--- src/lfx_pkg.sv ---
// Package for the left-channel effects coefficient register bank.
// Assumes an 8-bit register port on the second register page.
package lfx_pkg;
    localparam int unsigned DATA_W = 8;
    localparam int unsigned ADDR_W = 7;
    localparam int unsigned COEF_W = 16;

    // Page holding the effects coefficients
    localparam logic [7:0] COEF_PAGE = 8'h01;

    // Register addresses on that page
    localparam logic [ADDR_W-1:0] LEFT_FX_NUM5_HIGH = 7'h0b;
    localparam logic [ADDR_W-1:0] LEFT_FX_NUM5_LOW = 7'h0c;
    localparam logic [ADDR_W-1:0] LEFT_FX_DEN1_HIGH = 7'h0d;
    localparam logic [ADDR_W-1:0] LEFT_FX_DEN1_LOW = 7'h0e;
    localparam logic [ADDR_W-1:0] LEFT_FX_DEN2_HIGH = 7'h0f;
    localparam logic [ADDR_W-1:0] LEFT_FX_DEN2_LOW = 7'h10;
    localparam logic [ADDR_W-1:0] LEFT_FX_DEN4_HIGH = 7'h11;
    localparam logic [ADDR_W-1:0] LEFT_FX_DEN4_LOW = 7'h12;
    localparam logic [ADDR_W-1:0] LEFT_FX_DEN5_HIGH = 7'h13;
    localparam logic [ADDR_W-1:0] LEFT_FX_DEN5_LOW = 7'h14;

    // Reset values
    localparam logic [DATA_W-1:0] NUM5_HIGH_RST = 8'h67;
    localparam logic [DATA_W-1:0] NUM5_LOW_RST = 8'h5d;
    localparam logic [DATA_W-1:0] DEN1_HIGH_RST = 8'h7d;
    localparam logic [DATA_W-1:0] DEN1_LOW_RST = 8'h83;
    localparam logic [DATA_W-1:0] DEN2_HIGH_RST = 8'h84;
    localparam logic [DATA_W-1:0] DEN2_LOW_RST = 8'hee;
    localparam logic [DATA_W-1:0] DEN4_HIGH_RST = 8'h7d;
    localparam logic [DATA_W-1:0] DEN4_LOW_RST = 8'h83;
    localparam logic [DATA_W-1:0] DEN5_HIGH_RST = 8'h84;
    localparam logic [DATA_W-1:0] DEN5_LOW_RST = 8'hee;

    // Value read back from addresses this bank does not own
    localparam logic [DATA_W-1:0] UNMAPPED_RD = 8'h00;
endpackage

--- src/lfx_coef_pair.sv ---
// One 16-bit coefficient held as a high and a low 8-bit register.
// Assumes single-cycle write strobes from the bank decoder.
`timescale 1ns/1ps
`default_nettype none
module lfx_coef_pair #(
    parameter logic [7:0] HIGH_RST = 8'h00,
    parameter logic [7:0] LOW_RST = 8'h00
) (
    input wire logic clk_i,
    input wire logic rst_n_i,
    input wire logic wr_high_i,
    input wire logic wr_low_i,
    input wire logic [7:0] wdata_i,
    output logic [7:0] high_o,
    output logic [7:0] low_o,
    output logic signed [15:0] coef_o
);
    logic [7:0] high_q;
    logic [7:0] low_q;

    always_ff @(posedge clk_i or negedge rst_n_i) begin
        if (!rst_n_i) begin
            high_q <= HIGH_RST;
        end else if (wr_high_i) begin
            high_q <= wdata_i;
        end
    end

    always_ff @(posedge clk_i or negedge rst_n_i) begin
        if (!rst_n_i) begin
            low_q <= LOW_RST;
        end else if (wr_low_i) begin
            low_q <= wdata_i;
        end
    end

    assign high_o = high_q;
    assign low_o = low_q;
    // High byte above low byte, two's complement
    assign coef_o = signed'({high_q, low_q});
endmodule
`default_nettype wire

--- src/lfx_coef_regs.sv ---
// Left-channel effects filter coefficient registers, second page.
// Assumes a simple synchronous register port from the control-bus
// decoder: page, address, write strobe, write data, read strobe.
//
// Functional notes
// Pairs form signed 16-bit two's-complement coefficients.
// Each register 8 bits, fully read/write.
// Numerator five resets 0x67/0x5d, addresses 11-12.
// Denominator one resets 0x7d/0x83, addresses 13-14.
// Denominator two resets 0x84/0xee, addresses 15-16.
// Denominator four resets 0x7d/0x83, addresses 17-18.
// Denominator five high resets 0x84, address 19.
// Denominator five low resets 0xee, address 20.
// Coefficient output is high over low, last written.
`timescale 1ns/1ps
`default_nettype none
module lfx_coef_regs (
    input wire logic clk_i,
    input wire logic rst_n_i,
    input wire logic [7:0] page_i,
    input wire logic [lfx_pkg::ADDR_W-1:0] addr_i,
    input wire logic wr_en_i,
    input wire logic [lfx_pkg::DATA_W-1:0] wdata_i,
    input wire logic rd_en_i,
    output logic [lfx_pkg::DATA_W-1:0] rdata_o,
    output logic rvalid_o,
    output logic signed [lfx_pkg::COEF_W-1:0] effects_numerator_five_o,
    output logic signed [lfx_pkg::COEF_W-1:0] effects_denominator_one_o,
    output logic signed [lfx_pkg::COEF_W-1:0] effects_denominator_two_o,
    output logic signed [lfx_pkg::COEF_W-1:0] effects_denominator_four_o,
    output logic signed [lfx_pkg::COEF_W-1:0] effects_denominator_five_o
);
    localparam int unsigned NCOEF = 5;

    // Index order: num5, den1, den2, den4, den5
    localparam logic [lfx_pkg::ADDR_W-1:0] HIGH_ADDR [NCOEF] = '{
        lfx_pkg::LEFT_FX_NUM5_HIGH, lfx_pkg::LEFT_FX_DEN1_HIGH,
        lfx_pkg::LEFT_FX_DEN2_HIGH, lfx_pkg::LEFT_FX_DEN4_HIGH,
        lfx_pkg::LEFT_FX_DEN5_HIGH};
    localparam logic [lfx_pkg::ADDR_W-1:0] LOW_ADDR [NCOEF] = '{
        lfx_pkg::LEFT_FX_NUM5_LOW, lfx_pkg::LEFT_FX_DEN1_LOW,
        lfx_pkg::LEFT_FX_DEN2_LOW, lfx_pkg::LEFT_FX_DEN4_LOW,
        lfx_pkg::LEFT_FX_DEN5_LOW};
    localparam logic [7:0] HIGH_RST [NCOEF] = '{
        lfx_pkg::NUM5_HIGH_RST, lfx_pkg::DEN1_HIGH_RST,
        lfx_pkg::DEN2_HIGH_RST, lfx_pkg::DEN4_HIGH_RST,
        lfx_pkg::DEN5_HIGH_RST};
    localparam logic [7:0] LOW_RST [NCOEF] = '{
        lfx_pkg::NUM5_LOW_RST, lfx_pkg::DEN1_LOW_RST,
        lfx_pkg::DEN2_LOW_RST, lfx_pkg::DEN4_LOW_RST,
        lfx_pkg::DEN5_LOW_RST};

    // Access hits this page at the given address
    function automatic logic hit(input logic [7:0] page,
                                 input logic [lfx_pkg::ADDR_W-1:0] addr,
                                 input logic [lfx_pkg::ADDR_W-1:0] target);
        hit = (page == lfx_pkg::COEF_PAGE) && (addr == target);
    endfunction

    // High byte above low byte as one signed coefficient
    function automatic logic signed [15:0] coef_of(input logic [7:0] high,
                                                   input logic [7:0] low);
        coef_of = signed'({high, low});
    endfunction

    logic [7:0] high_w [NCOEF];
    logic [7:0] low_w [NCOEF];
    logic signed [15:0] coef_w [NCOEF];
    logic [NCOEF-1:0] wr_high;
    logic [NCOEF-1:0] wr_low;

    // One write strobe per byte register
    for (genvar g = 0; g < NCOEF; g++) begin : g_strobe
        assign wr_high[g] = wr_en_i && hit(page_i, addr_i, HIGH_ADDR[g]);
        assign wr_low[g] = wr_en_i && hit(page_i, addr_i, LOW_ADDR[g]);
    end

    // Numerator five, registers 0x0b and 0x0c
    lfx_coef_pair #(
        .HIGH_RST(HIGH_RST[0]),
        .LOW_RST(LOW_RST[0])
    ) u_num5 (
        .clk_i(clk_i),
        .rst_n_i(rst_n_i),
        .wr_high_i(wr_high[0]),
        .wr_low_i(wr_low[0]),
        .wdata_i(wdata_i),
        .high_o(high_w[0]),
        .low_o(low_w[0]),
        .coef_o(coef_w[0])
    );

    // Denominator one, registers 0x0d and 0x0e
    lfx_coef_pair #(
        .HIGH_RST(HIGH_RST[1]),
        .LOW_RST(LOW_RST[1])
    ) u_den1 (
        .clk_i(clk_i),
        .rst_n_i(rst_n_i),
        .wr_high_i(wr_high[1]),
        .wr_low_i(wr_low[1]),
        .wdata_i(wdata_i),
        .high_o(high_w[1]),
        .low_o(low_w[1]),
        .coef_o(coef_w[1])
    );

    // Denominator two, registers 0x0f and 0x10
    lfx_coef_pair #(
        .HIGH_RST(HIGH_RST[2]),
        .LOW_RST(LOW_RST[2])
    ) u_den2 (
        .clk_i(clk_i),
        .rst_n_i(rst_n_i),
        .wr_high_i(wr_high[2]),
        .wr_low_i(wr_low[2]),
        .wdata_i(wdata_i),
        .high_o(high_w[2]),
        .low_o(low_w[2]),
        .coef_o(coef_w[2])
    );

    // Denominator four, registers 0x11 and 0x12
    lfx_coef_pair #(
        .HIGH_RST(HIGH_RST[3]),
        .LOW_RST(LOW_RST[3])
    ) u_den4 (
        .clk_i(clk_i),
        .rst_n_i(rst_n_i),
        .wr_high_i(wr_high[3]),
        .wr_low_i(wr_low[3]),
        .wdata_i(wdata_i),
        .high_o(high_w[3]),
        .low_o(low_w[3]),
        .coef_o(coef_w[3])
    );

    // Denominator five, registers 0x13 and 0x14
    lfx_coef_pair #(
        .HIGH_RST(HIGH_RST[4]),
        .LOW_RST(LOW_RST[4])
    ) u_den5 (
        .clk_i(clk_i),
        .rst_n_i(rst_n_i),
        .wr_high_i(wr_high[4]),
        .wr_low_i(wr_low[4]),
        .wdata_i(wdata_i),
        .high_o(high_w[4]),
        .low_o(low_w[4]),
        .coef_o(coef_w[4])
    );

    // Read mux; unmapped addresses read as zero
    logic [7:0] rdata_d;
    always_comb begin
        rdata_d = lfx_pkg::UNMAPPED_RD;
        for (int i = 0; i < NCOEF; i++) begin
            if (hit(page_i, addr_i, HIGH_ADDR[i])) begin
                rdata_d = high_w[i];
            end
            if (hit(page_i, addr_i, LOW_ADDR[i])) begin
                rdata_d = low_w[i];
            end
        end
    end

    always_ff @(posedge clk_i or negedge rst_n_i) begin
        if (!rst_n_i) begin
            rdata_o <= lfx_pkg::UNMAPPED_RD;
        end else if (rd_en_i) begin
            rdata_o <= rdata_d;
        end
    end

    always_ff @(posedge clk_i or negedge rst_n_i) begin
        if (!rst_n_i) begin
            rvalid_o <= 1'h0;
        end else begin
            rvalid_o <= rd_en_i;
        end
    end

    // Outputs registered so the filter sees clean values; one cycle after
    // the byte register, trading a cycle of latency for glitch-free outputs
    always_ff @(posedge clk_i or negedge rst_n_i) begin
        if (!rst_n_i) begin
            effects_numerator_five_o <= coef_of(HIGH_RST[0], LOW_RST[0]);
        end else begin
            effects_numerator_five_o <= coef_w[0];
        end
    end

    always_ff @(posedge clk_i or negedge rst_n_i) begin
        if (!rst_n_i) begin
            effects_denominator_one_o <= coef_of(HIGH_RST[1], LOW_RST[1]);
        end else begin
            effects_denominator_one_o <= coef_w[1];
        end
    end

    always_ff @(posedge clk_i or negedge rst_n_i) begin
        if (!rst_n_i) begin
            effects_denominator_two_o <= coef_of(HIGH_RST[2], LOW_RST[2]);
        end else begin
            effects_denominator_two_o <= coef_w[2];
        end
    end

    always_ff @(posedge clk_i or negedge rst_n_i) begin
        if (!rst_n_i) begin
            effects_denominator_four_o <= coef_of(HIGH_RST[3], LOW_RST[3]);
        end else begin
            effects_denominator_four_o <= coef_w[3];
        end
    end

    always_ff @(posedge clk_i or negedge rst_n_i) begin
        if (!rst_n_i) begin
            effects_denominator_five_o <= coef_of(HIGH_RST[4], LOW_RST[4]);
        end else begin
            effects_denominator_five_o <= coef_w[4];
        end
    end
endmodule
`default_nettype wire

--- config.mk ---
export PLATFORM = sky130hd
export DESIGN_NAME = lfx_coef_regs
export DESIGN_NICKNAME = d
export VERILOG_FILES = /design/src/lfx_pkg.sv /design/src/lfx_coef_pair.sv /design/src/lfx_coef_regs.sv
export SDC_FILE = /design/constraint.sdc
export NUM_CORES = 1
export LEC_CHECK = 0
export ABC_AREA = 1
export BUFFER_PORTS_ARGS = -buffer_cell sky130_fd_sc_hd__clkbuf_2
export CORE_MARGIN = 8
export CORE_UTILIZATION = 46
export CTS_CLUSTER_DIAMETER = 60
export DETAILED_ROUTE_END_ITERATION = 12
export PLACE_DENSITY = 0.67
export SETUP_SLACK_MARGIN = 0.4
export SYNTH_ARGS = -nofsm -noshare
export SYNTH_HDL_FRONTEND = slang
export SYNTH_HIERARCHICAL = 1
export SYNTH_SLANG_ARGS = --single-unit
--- constraint.sdc ---
create_clock -name clk_i -period 2.5 [get_ports clk_i]
set_input_delay 0.25 -clock clk_i [delete_from_list [all_inputs] [get_ports clk_i]]
set_output_delay 0.25 -clock clk_i [all_outputs]
set_load 0.02 [all_outputs]
Yosys cells after proc, flatten, opt, wreduce, memory -nomap -nowiden
Cells that the tools add are included.

word-level totals
  register bits = 169
  bits of input ports = 27
  output and inout port bits = 89

cells by class
  eq/ne operators = 11
  mux-type cells = 10
  reductions and logical operators = 20

operators with widths
  operator                                        number
  two-way mux 8 bit                               10
  == test 7 x 4 -> 1 bit (second input constant)  5
  == test 7 x 5 -> 1 bit (second input constant)  5
  logical AND 1 bit                               20
  == test 8 x 1 -> 1 bit (second input constant)  1

Longest topological paths before layout
Gate-level depths: netlist of run 1.

  depth in word-level cells = 12
  depth in mapped cells = 15
  gate-level depth less buffers = 15

Hierarchy
Netlist of run 1, hierarchy kept.

by module, submodules not included
  module                       times used  cells an instance  area each (sq um)
  lfx_coef_regs                1           373                3,598.5
  lfx_coef_pair at u_den1 ...  2           84                 742.0
  lfx_coef_pair at u_den2 ...  2           84                 740.7
  lfx_coef_pair at u_num5      1           84                 743.2

Least setup slack after synthesis of run 1
OpenSTA, ideal clock, no wires.

  path type = in2reg
  start = in page_i[3]
  end = reg u_den5.low_q[0] (netlist: u_den5/low_o[0])
  arrival time = 1.333 ns
  slack = 1.051 ns
  cell stages on the path = 10
  cell sequence = nor2_1 nand3_1 nor2_4 buf_2 nand2_1 nor2_1 buf_6 inv_2 nand2_1 nand2_1

between the ends
  word-level cells in the longest chain between the ends = 3

ends and longest elaborated chain
  what                    line                 source
  start: declaration      lfx_coef_regs.sv:20  input wire logic [7:0] page_i,
  == test 8 x 1 -> 1 bit  lfx_coef_regs.sv:57  hit = (page == lfx_pkg::COEF_PAGE) && (addr == target);
  logical AND 1 bit       lfx_coef_regs.sv:57
  logical AND 1 bit       lfx_coef_regs.sv:75  assign wr_low[g] = wr_en_i && hit(page_i, addr_i, LOW_ADDR[g]);
  net wr_low[4]           lfx_coef_regs.sv:70  logic [NCOEF-1:0] wr_low;
  end signal: assignment  lfx_coef_pair.sv:33  low_q <= wdata_i;
  end: declaration        lfx_coef_pair.sv:19  logic [7:0] low_q;

The timed path passes the listed nets, and every way through them passes these cells.
A chain may end at the register's enable or synchronous reset.

Worst setup path after layout of run 1
  start = in addr_i[3] (netlist name)
  end = reg u_den2.low_q[0] (netlist: u_den2/low_o[0])

between the ends
  word-level cells in the longest chain between the ends = 3

ends and longest elaborated chain
  what                    line                 source
  start: declaration      lfx_coef_regs.sv:21  input wire logic [lfx_pkg::ADDR_W-1:0] addr_i,
  == test 7 x 5 -> 1 bit  lfx_coef_regs.sv:57
  logical AND 1 bit       lfx_coef_regs.sv:57
  logical AND 1 bit       lfx_coef_regs.sv:75
  net wr_low[2]           lfx_coef_regs.sv:70
  end signal: assignment  lfx_coef_pair.sv:33
  end: declaration        lfx_coef_pair.sv:19

The timed path passes the listed nets, and every way through them passes these cells.

==> impl_metrics.env, run 1 <==
export IMPL_drive_above_1_share=0.338
export IMPL_p_leak_nw=4.20
export IMPL_routedWlPerCell_um=16.0
export IMPL_syn_nets=820
export IMPL_power_switching_w=0.00122
export IMPL_maxSlewViolCount=0
export IMPL_final_common_cell="nand2_1"
export IMPL_most_common_layout_cells="324 x nand2_1, 114 x clkbuf_2, 88 x dfstp_2"
export IMPL_utilization=0.518
export IMPL_max_freq_ghz=0.622
export IMPL_cts_tree="built"
export IMPL_portBuffers=115
export IMPL_synthToLayoutAreaGrowth_pct=11.4
export IMPL_grt_pass1_wl_mm=27.8
export IMPL_intPower_w=0.00429
export IMPL_cap_violations=0
export IMPL_die_x_um=142
export IMPL_crit_top_cell="nand2_1"
export IMPL_dp_slack_ps=473
export IMPL_cts_resized=0
export IMPL_fin_crit_sh=0.644
export IMPL_max_stage_delay_ps=500
export IMPL_cp_required_ps=2820
export IMPL_die_area_um2=20200
export IMPL_ys_ff_latch=169
export IMPL_cts_max_level=4
export IMPL_combPwrFrac=0.032
export IMPL_placed_cell_area_um2=7550
export IMPL_stdcell_area_um2=8140
export IMPL_p_total_w=0.00551
export IMPL_numCtsBuffers=17
export IMPL_initial_core_util=0.465
export IMPL_die_h_um=142
export IMPL_pin_count=116
export IMPL_std_cell_rows=46
export IMPL_drc=0
export IMPL_critPathLaunchType="input pin"
export IMPL_grt_setup_unrepaired="no"
export IMPL_clk_latency_ps=430
export IMPL_seq_area_frac_synth=0.594
export IMPL_synth_cells=793
export IMPL_yosysWarningCount=6
export IMPL_grt_max_degree=66
export IMPL_status="complete, no violations"
export IMPL_track_usage=0.179
export IMPL_grt_pass1_vias=5078
export IMPL_path_buf_inv=3
export IMPL_p_sw_frac=0.221
export IMPL_firstDrtPassIters=5
export IMPL_detail_route_iter0_violations=447
export IMPL_crit_fanout=9
export IMPL_syn_cell_area_um2=7310
export IMPL_drtAntennaViolNets=0
export IMPL_final_setup_tns_ps=0
export IMPL_nets=876
export IMPL_skew_ps=9.23
export IMPL_diodes=0
export IMPL_fin_ws_ps=891
export IMPL_vias=5107
export IMPL_core_um2=15700
export IMPL_root_buffer="clkbuf_16"
export IMPL_vias_per_cell=4.74
export IMPL_grt_ovfl_total=0
export IMPL_worstSetupPathType="input pin to register"
export IMPL_min_path_type="input pin to register"
export IMPL_cp_arrival_ps=1930
export IMPL_clockBufferDepth=2
export IMPL_hold_violations=0
export IMPL_path_cells="clkbuf_2 > inv_1 > nand4_2 > nor2_1 > nand2_1 > nor2_1 > inv_2 > nand2_1 > nand2_1"
export IMPL_hpwl_mm=12.3
export IMPL_min_period_ps=1610
export IMPL_clock_sinks=169
export IMPL_crit_path_end_kind="register"
export IMPL_antenna_found_initial=0
export IMPL_setup_viol=0
export IMPL_worstMarginPinSlew_ps=595
export IMPL_ir_drop_uv=486
export IMPL_seqPwrFrac=0.499
export IMPL_slew_headroom=0.604
export IMPL_p_per_area_nw_per_um2=676
export IMPL_cpLargestDelayFamily="simple AND/OR/NAND/NOR gates"
export IMPL_yosysUniqueCellTypes=28
export IMPL_pwr_share_clk=0.469
export IMPL_gp_congestion=0.900
export IMPL_clk_pin_slew_ps=70
export IMPL_slowest_stage="nor2_1"
export IMPL_drt_total_wl_mm=17.2
export IMPL_syn_avg_cell_area_um2=9.21
## registers in the layout (all words and copies together) (netlist names), 8 cells and up
| signal | count |
|---|---|
| u_den4/low_o | 8 |
| u_num5/low_o | 8 |
| u_num5/high_o | 8 |
| u_den1/low_o | 8 |
| effects_denominator_five_o | 16 |
| u_den2/high_o | 8 |
| u_den5/low_o | 8 |
| rdata_o | 8 |
| effects_numerator_five_o | 16 |
| effects_denominator_one_o | 16 |
| u_den1/high_o | 8 |
| effects_denominator_four_o | 16 |
| u_den5/high_o | 8 |
| u_den4/high_o | 8 |
| u_den2/low_o | 8 |
| effects_denominator_two_o | 16 |
## kinds of logic (layout without fill, tap and decap cells)
| logic type | count (synthesis) | count (layout) | share of synthesized area |
|---|---|---|---|
| flip-flops | 169 | 169 | 0.594 |
| buffers and inverters | 153 | 222 | 0.132 |
| AND/OR/NAND/NOR | 455 | 455 | 0.263 |
| AO/OA/AOI/OAI | 16 | 16 | 0.0110 |
## worst paths after layout
check	cells past startpoint	from	slack (ps)	to
max	9	addr_i[3]	890	u_den2/low_o[0]$_DFFE_PN0P_
min in group asynchronous	2	rst_n_i	380	effects_numerator_five_o[15]$_DFF_PN0_
max reg2reg	10	u_num5/high_o[7]$_DFFE_PN0P_	1090	rdata_o[7]$_DFFE_PN0P_
max in group asynchronous	3	rst_n_i	1330	effects_denominator_one_o[7]$_DFF_PN1_
min	1	rd_en_i	40	rvalid_o$_DFF_PN0_
min reg2reg	0	u_den1/high_o[4]$_DFFE_PN1P_	370	effects_denominator_one_o[12]$_DFF_PN1_
## metrics by stage
| stage | cells | hold slack [ps] |
|---|---|---|
| final | 1078 | 43.0 |
| after global routing | 1078 | 48.3 |
| after CTS | 1078 | 25.0 |
| after detailed placement | 1045 | 277 |
| after global placement | 1045 | 275 |
| after floorplan | 793 | -45.6 |
## power by group through the flow
| stage | sequential (W) | clock [W] | combinational, W |
|---|---|---|---|
| 6_report | 0.00275 | 0.00258 | 0.000176 |
| 5_1_grt | 0.00275 | 0.00277 | 0.000196 |
| 4_1_cts | 0.00275 | 0.00264 | 0.000180 |
| 3_5_place_dp | 0.00279 | 0 | 0.000178 |
| 3_3_place_gp | 0.00279 | 0 | 0.000176 |
| 2_1_floorplan | 0.00279 | 0 | 0.0000427 |
## synthesized netlist by cell type
cell / count / area share
nor3_1: 7 / 0.0048
nand2_1: 324 / 0.17
nand3b_1: 3 / 0.0031
nand4_2: 1 / 0.0017
nor2_1: 50 / 0.026
and3_1: 1 / 0.00086
nor2_2: 5 / 0.0043
dfstp_2: 88 / 0.32
o21ai_0: 4 / 0.0027
nand3_1: 36 / 0.025
nand4_1: 10 / 0.0086
nor2_4: 2 / 0.0031
inv_2: 24 / 0.012
nor4_1: 6 / 0.0051
clkbuf_1: 1 / 0.00051
inv_1: 31 / 0.016
a21oi_1: 12 / 0.0082
dfrtp_1: 81 / 0.28
buf_6: 11 / 0.017
buf_2: 2 / 0.0014
nor3_2: 2 / 0.0027
clkinv_1: 3 / 0.0015
nand3_4: 1 / 0.0024
nand2_4: 1 / 0.0015
nand2_2: 4 / 0.0034
nor3_4: 1 / 0.0022
buf_4: 81 / 0.083
nor2_8: 1 / 0.0027
## layer usage
metal / routed length (um) / track usage
met1: 7820 / 0.245
met4: 259 / 0.0650
met2: 7790 / 0.268
met5: 0 / 0
met3: 1360 / 0.0476
## layout make-up
| cell class | count | area (um2) |
|---|---|---|
| tap | 216 | 270 |
| clock buffer | 20 | 447 |
| sequential | 169 | 4340 |
| multi-input combinational | 471 | 2000 |
| timing repair buffer | 132 | 724 |
| inverter | 58 | 218 |
| fill | 1437 | 7570 |
| clock inverter | 12 | 140 |
## what timing repair did
| action | CTS | global route |
|---|---|---|
| setup buffers | 0 | 0 |
| hold buffers | 1 | 0 |
| endpoints found under the hold margin | 24 | 0 |
Note: power is estimated with default switching activity, not from simulation.
==> run 2: changes to the inputs <==
--- a/config.mk
+++ b/config.mk
@@ -11,7 +11,7 @@
 export CORE_UTILIZATION = 46
 export CTS_CLUSTER_DIAMETER = 60
 export DETAILED_ROUTE_END_ITERATION = 12
-export PLACE_DENSITY = 0.67
+export PLACE_DENSITY = 0.7
 export SETUP_SLACK_MARGIN = 0.4
 export SYNTH_ARGS = -nofsm -noshare
 export SYNTH_HDL_FRONTEND = slang
==> constraint.sdc (replaced) <==
create_clock -name clk_i -period 1.4 [get_ports clk_i]
set_input_delay 0.14 -clock clk_i [delete_from_list [all_inputs] [get_ports clk_i]]
set_output_delay 0.14 -clock clk_i [all_outputs]
set_load 0.02 [all_outputs]
==> impl_metrics.env, run 2 (synthesis gave the netlist of run 1 again) <==
export IMPL_p_sw_frac=0.220
export IMPL_cp_arrival_ps=1770
export IMPL_std_cell_rows=46
export IMPL_diodes=0
export IMPL_maxSlewViolCount=0
export IMPL_power_switching_w=0.00220
export IMPL_p_per_area_nw_per_um2=980
export IMPL_initial_core_util=0.465
export IMPL_nets=947
export IMPL_dp_slack_ps=-352
export IMPL_portBuffers=115
export IMPL_cp_required_ps=1770
export IMPL_grt_pass1_vias=5580
export IMPL_worstSetupPathType="register to register"
export IMPL_die_h_um=142
export IMPL_grt_pass1_wl_mm=30.7
export IMPL_ir_drop_uv=787
export IMPL_combPwrFrac=0.048
export IMPL_clk_pin_slew_ps=60
export IMPL_status="complete, no violations"
export IMPL_grt_ovfl_total=0
export IMPL_firstDrtPassIters=5
export IMPL_drive_above_1_share=0.498
export IMPL_intPower_w=0.00778
export IMPL_slowest_stage="dfstp_2"
export IMPL_track_usage=0.199
export IMPL_clk_latency_ps=430
export IMPL_numCtsBuffers=17
export IMPL_setup_viol=0
export IMPL_core_um2=15700
export IMPL_path_cells="inv_2 > nor2_2 > nand2_1 > nand3_1 > nand2_1 > nand3_1 > nand2_1 > nand2_1 > nand2_1 > nand2_1 > nand2_1 > nand2_1"
export IMPL_detail_route_iter0_violations=556
export IMPL_cpLargestDelayFamily="simple AND/OR/NAND/NOR gates"
export IMPL_fin_ws_ps=3.79
export IMPL_skew_ps=7.26
export IMPL_clock_sinks=169
export IMPL_min_path_type="input pin to register"
export IMPL_worstMarginPinSlew_ps=483
export IMPL_fin_hold_ws_ps=48.9
export IMPL_cap_violations=0
export IMPL_max_stage_delay_ps=540
export IMPL_slew_headroom=0.678
export IMPL_root_buffer="clkbuf_16"
export IMPL_fin_crit_sh=0.997
export IMPL_final_common_cell="nand2_1"
export IMPL_pin_count=116
export IMPL_antenna_found_initial=0
export IMPL_most_common_layout_cells="259 x nand2_1, 88 x dfstp_2, 81 x dfrtp_1"
export IMPL_crit_top_cell="nand2_1"
export IMPL_max_freq_ghz=0.716
export IMPL_vias_per_cell=4.97
export IMPL_pwr_share_clk=0.460
export IMPL_hpwl_mm=13.0
export IMPL_seqPwrFrac=0.492
export IMPL_crit_path_end_kind="register"
export IMPL_cts_tree="built"
export IMPL_gp_congestion=0.949
export IMPL_routedWlPerCell_um=17.7
export IMPL_crit_fanout=2
export IMPL_min_period_ps=1400
export IMPL_grt_setup_unrepaired="yes"
export IMPL_clockBufferDepth=2
export IMPL_die_x_um=142
export IMPL_critPathLaunchType="register"
export IMPL_drt_total_wl_mm=20.3
export IMPL_grt_max_degree=54
export IMPL_fillCellCount=1167
export IMPL_die_area_um2=20200
export IMPL_p_leak_nw=5.03
export IMPL_cts_max_level=4
export IMPL_synthToLayoutAreaGrowth_pct=39.3
export IMPL_drc=0
export IMPL_drtAntennaViolNets=0
export IMPL_path_buf_inv=1
export IMPL_hold_violations=0
export IMPL_vias=5706
==> run 2: cell count changes in the layout (fill, tap and decap cells not counted), sizes merged <==
cell,delta
inv,-3
clkbuf,-88
clkinv,+4
dlygate4sd3,+1
clkinvlp,-3
clkdlybuf4s15,+1
buf,+159
==> run 2: path summary, 6_finish.rpt <==
| kind | start | end | slack, ps | depth (start not counted) |
|---|---|---|---|---|
| min | rd_en_i | rdata_o[7]$_DFFE_PN0P_ | 50 | 3 |
| min in group asynchronous | rst_n_i | effects_denominator_four_o[9]$_DFF_PN0_ | 150 | 2 |
| max reg2reg | u_num5/high_o[1]$_DFFE_PN1P_ | rdata_o[1]$_DFFE_PN0P_ | 4 | 12 |
| max | u_num5/high_o[1]$_DFFE_PN1P_ | rdata_o[1]$_DFFE_PN0P_ | 4 | 12 |
| min reg2reg | u_den4/low_o[1]$_DFFE_PN1P_ | effects_denominator_four_o[1]$_DFF_PN1_ | 380 | 0 |
| max in group asynchronous | rst_n_i | u_num5/high_o[0]$_DFFE_PN1P_ | 620 | 3 |
==> run 2: power by group through the flow <==
| stage | clock network, W | registers, W | logic, W |
|---|---|---|---|
| after CTS | 0.00469 | 0.00491 | 0.000455 |
| after floorplan | 0 | 0.00499 | 0.000102 |
| after global routing | 0.00491 | 0.00490 | 0.000515 |
| after global placement | 0 | 0.00498 | 0.000398 |
| final | 0.00459 | 0.00491 | 0.000476 |
| after detailed placement | 0 | 0.00498 | 0.000404 |
==> run 2: worst min-delay path, delay by kind of cell <==
| kind | cells | cell delay (ps) |
|---|---|---|
| buffers and inverters | 1 | 170 |
| and+or+nand+nor | 2 | 140 |
==> run 2: layout make-up <==
type	count	area (um2)	share of cell area
timing repair buffer	203	2180	0.214
clock buffer	22	464	0.0456
clock inverter	10	118	0.0116
multi-input combinational	471	2510	0.246
sequential	169	4340	0.426
tap	216	270	0.0265
inverter	58	298	0.0292
==> run 2: per-layer routing <==
metal | share of wire | GRT usage
met1 | 0.41 | 0.258
met2 | 0.49 | 0.313
met3 | 0.078 | 0.0507
met4 | 0.022 | 0.0820
met5 | 0 | 0
==> run 2: what timing repair did <==
| item | in CTS | in global routing |
|---|---|---|
| setup buffers | 22 | 16 |
| hold buffers | 2 | 0 |
| endpoints found under the hold margin | 99 | 0 |
| cloned | 4 | 0 |
| resized for setup | 191 | 228 |
| pin swaps | 57 | 55 |
| setup endpoints to repair | 175 | 177 |
==> run 2: per-stage QoR <==
stage	util	cells	total power, W	cell area [um2]	setup TNS (ps)
after floorplan	-	793	0.00509	7500	0
after global routing	0.648	1149	0.0103	10200	-260
after CTS	0.608	1133	0.0101	9550	0
final	0.648	1149	0.00998	10200	0
after global placement	0.508	1073	0.00538	7980	-13040
after detailed placement	0.508	1073	0.00539	7980	-14880
==> run 3: changes to the inputs <==
--- a/config.mk
+++ b/config.mk
@@ -6,12 +6,12 @@
 export NUM_CORES = 1
 export LEC_CHECK = 0
 export ABC_AREA = 1
-export BUFFER_PORTS_ARGS = -buffer_cell sky130_fd_sc_hd__clkbuf_2
+export CORE_ASPECT_RATIO = 1.2
 export CORE_MARGIN = 8
 export CORE_UTILIZATION = 46
 export CTS_CLUSTER_DIAMETER = 60
 export DETAILED_ROUTE_END_ITERATION = 12
-export PLACE_DENSITY = 0.7
+export DONT_BUFFER_PORTS = 1
 export SETUP_SLACK_MARGIN = 0.4
 export SYNTH_ARGS = -nofsm -noshare
 export SYNTH_HDL_FRONTEND = slang
==> impl_metrics.env, run 3 (synthesis gave the netlist of run 1 again) <==
export IMPL_status="finished with violations"
export IMPL_violations="hold timing"
export IMPL_final_setup_tns_ps=0
export IMPL_drc=0
export IMPL_clockBufferDepth=2
export IMPL_drtAntennaViolNets=0
export IMPL_maxSlewViolCount=0
export IMPL_drive_above_1_share=0.402
export IMPL_utilization=0.543
export IMPL_drt_total_wl_mm=18.6
export IMPL_cp_startpoint="u_num5/high_o[2]$_DFFE_PN1P_"
export IMPL_cp_required_ps=1770
export IMPL_synthToLayoutAreaGrowth_pct=15.8
export IMPL_antenna_found_initial=1
export IMPL_skew_ps=16.5
export IMPL_grt_pass1_vias=5131
export IMPL_cts_tree="built"
export IMPL_stdcell_area_um2=8460
export IMPL_clk_latency_ps=430
export IMPL_clock_sinks=169
export IMPL_fin_hold_ws_ps=-587
export IMPL_portBuffers=0
export IMPL_cp_depth=12
export IMPL_grt_pass1_wl_mm=28.2
export IMPL_instances_no_fill=997
export IMPL_die_area_um2=20200
export IMPL_crit_top_cell="nand2_1"
export IMPL_nets=803
export IMPL_grt_max_degree=170
export IMPL_track_usage=0.189
export IMPL_top_usage_layer="met2"
export IMPL_routedWlPerCell_um=18.6
export IMPL_cts_max_level=4
export IMPL_cp_arrival_ps=1760
export IMPL_cpLargestDelayFamily="simple AND/OR/NAND/NOR gates"
export IMPL_most_common_layout_cells="287 x nand2_1, 88 x dfstp_2, 44 x dfrtp_1"
export IMPL_std_cell_rows=50
export IMPL_hold_violations=172
export IMPL_slowest_stage="dfstp_2"
export IMPL_root_buffer="clkbuf_16"
export IMPL_detail_route_iter0_violations=424
export IMPL_reg2reg_from="u_num5/high_o[2]$_DFFE_PN1P_"
export IMPL_gp_congestion=0.845
export IMPL_placed_cell_area_um2=7320
export IMPL_initial_core_util=0.469
export IMPL_reg2regPathDepth=12
export IMPL_worstSetupPathType="register to register"
export IMPL_ir_drop_uv=823
export IMPL_hpwl_mm=12.7
export IMPL_p_per_area_nw_per_um2=1090
export IMPL_use_met3=0.0644
export IMPL_grt_ovfl_total=0
export IMPL_grt_setup_unrepaired="yes"
export IMPL_crit_fanout=2
export IMPL_cap_violations=0
export IMPL_groute_layer_met1_usage=0.214
export IMPL_vias=5022
export IMPL_p_leak_nw=4.07
export IMPL_grtUsageMet2=0.322
export IMPL_numCtsBuffers=17
export IMPL_path_cells="inv_2 > nor2_1 > nand2_1 > nand2_1 > nor2_1 > nand3b_1 > nand2_1 > nand2_1 > nand2_1 > nand2_1 > nand2_1 > nand2_1"
export IMPL_max_freq_ghz=0.720
export IMPL_path_buf_inv=1
export IMPL_vias_per_cell=5.04
export IMPL_die_h_um=154
export IMPL_dp_cells=944
export IMPL_slew_headroom=0.463
export IMPL_fin_crit_sh=0.992
export IMPL_min_period_ps=1390
export IMPL_crit_path_end_kind="register"
export IMPL_final_common_cell="nand2_1"
export IMPL_pin_count=116
export IMPL_die_x_um=131
export IMPL_p_total_w=0.00924
export IMPL_core_um2=15600
export IMPL_firstDrtPassIters=5
export IMPL_clk_pin_slew_ps=60
export IMPL_max_stage_delay_ps=540
export IMPL_critPathLaunchType="register"
export IMPL_setup_viol=0
export IMPL_min_path_type="input pin to asynchronous set/reset pin"
export IMPL_worstMarginPinSlew_ps=805
[run 3: cell count changes in the layout (fill, tap and decap cells not counted), sizes merged, moves of 2 or more]
cell and delta:
buf -126, bufinv -2, clkbuf -23, clkinvlp +3
dlymetal6s4s +6, inv -4
[run 3: path summary, 6_finish.rpt]
check | slack [ps] | end
max in group asynchronous | 1760 | u_num5/high_o[5]$_DFFE_PN1P_
min in group clk_i | -10 | rdata_o[4]$_DFFE_PN0P_
worst min-delay path | -590 | effects_denominator_five_o[9]$_DFF_PN0_
worst max-delay path | 10 | rdata_o[2]$_DFFE_PN0P_
worst max register to register | 10 | rdata_o[2]$_DFFE_PN0P_
worst min register to register | 380 | effects_numerator_five_o[2]$_DFF_PN1_
[run 3: metal layers]
layer | vias to the layer above | share of wire
met5 | - | 0
met4 | 0 | 0.020
met3 | 24 | 0.085
met2 | 199 | 0.53
met1 | 2462 | 0.37
li1 | 2337 | -
[run 3: report_power, final]
part           leakage [nW]  internal, W  switching [W]
Combinational          1.86    0.0000891       0.000176
Clock                 0.239      0.00229        0.00178
Sequential             1.98      0.00490     0.00000683
[run 3: timing repair]
action,in CTS,in global routing
endpoints found under the hold margin,258,178
endpoints found under the setup margin,111,156
gates cloned,0,1
resized for setup,44,104
hold buffers,8,1
setup buffers,9,2
pin swaps,15,26
[run 3: layout make-up]
class	instances	area, um2
inverter	58	339
antenna	1	2.50
timing repair buffer	59	571
fill	1350	7120
clock buffer	23	458
tap	208	260
multi-input combinational	471	2390
clock inverter	8	50.0
sequential	169	4390
[run 3: per-stage QoR]
| step | hold WS, ps | setup slack [ps] |
|---|---|---|
| 2_1_floorplan | -156 | 110 |
| 3_3_place_gp | -146 | -178 |
| 3_5_place_dp | -146 | -225 |
| 4_1_cts | -607 | -14.9 |
| 5_1_grt | -612 | -111 |
| 6_report | -587 | 11.6 |
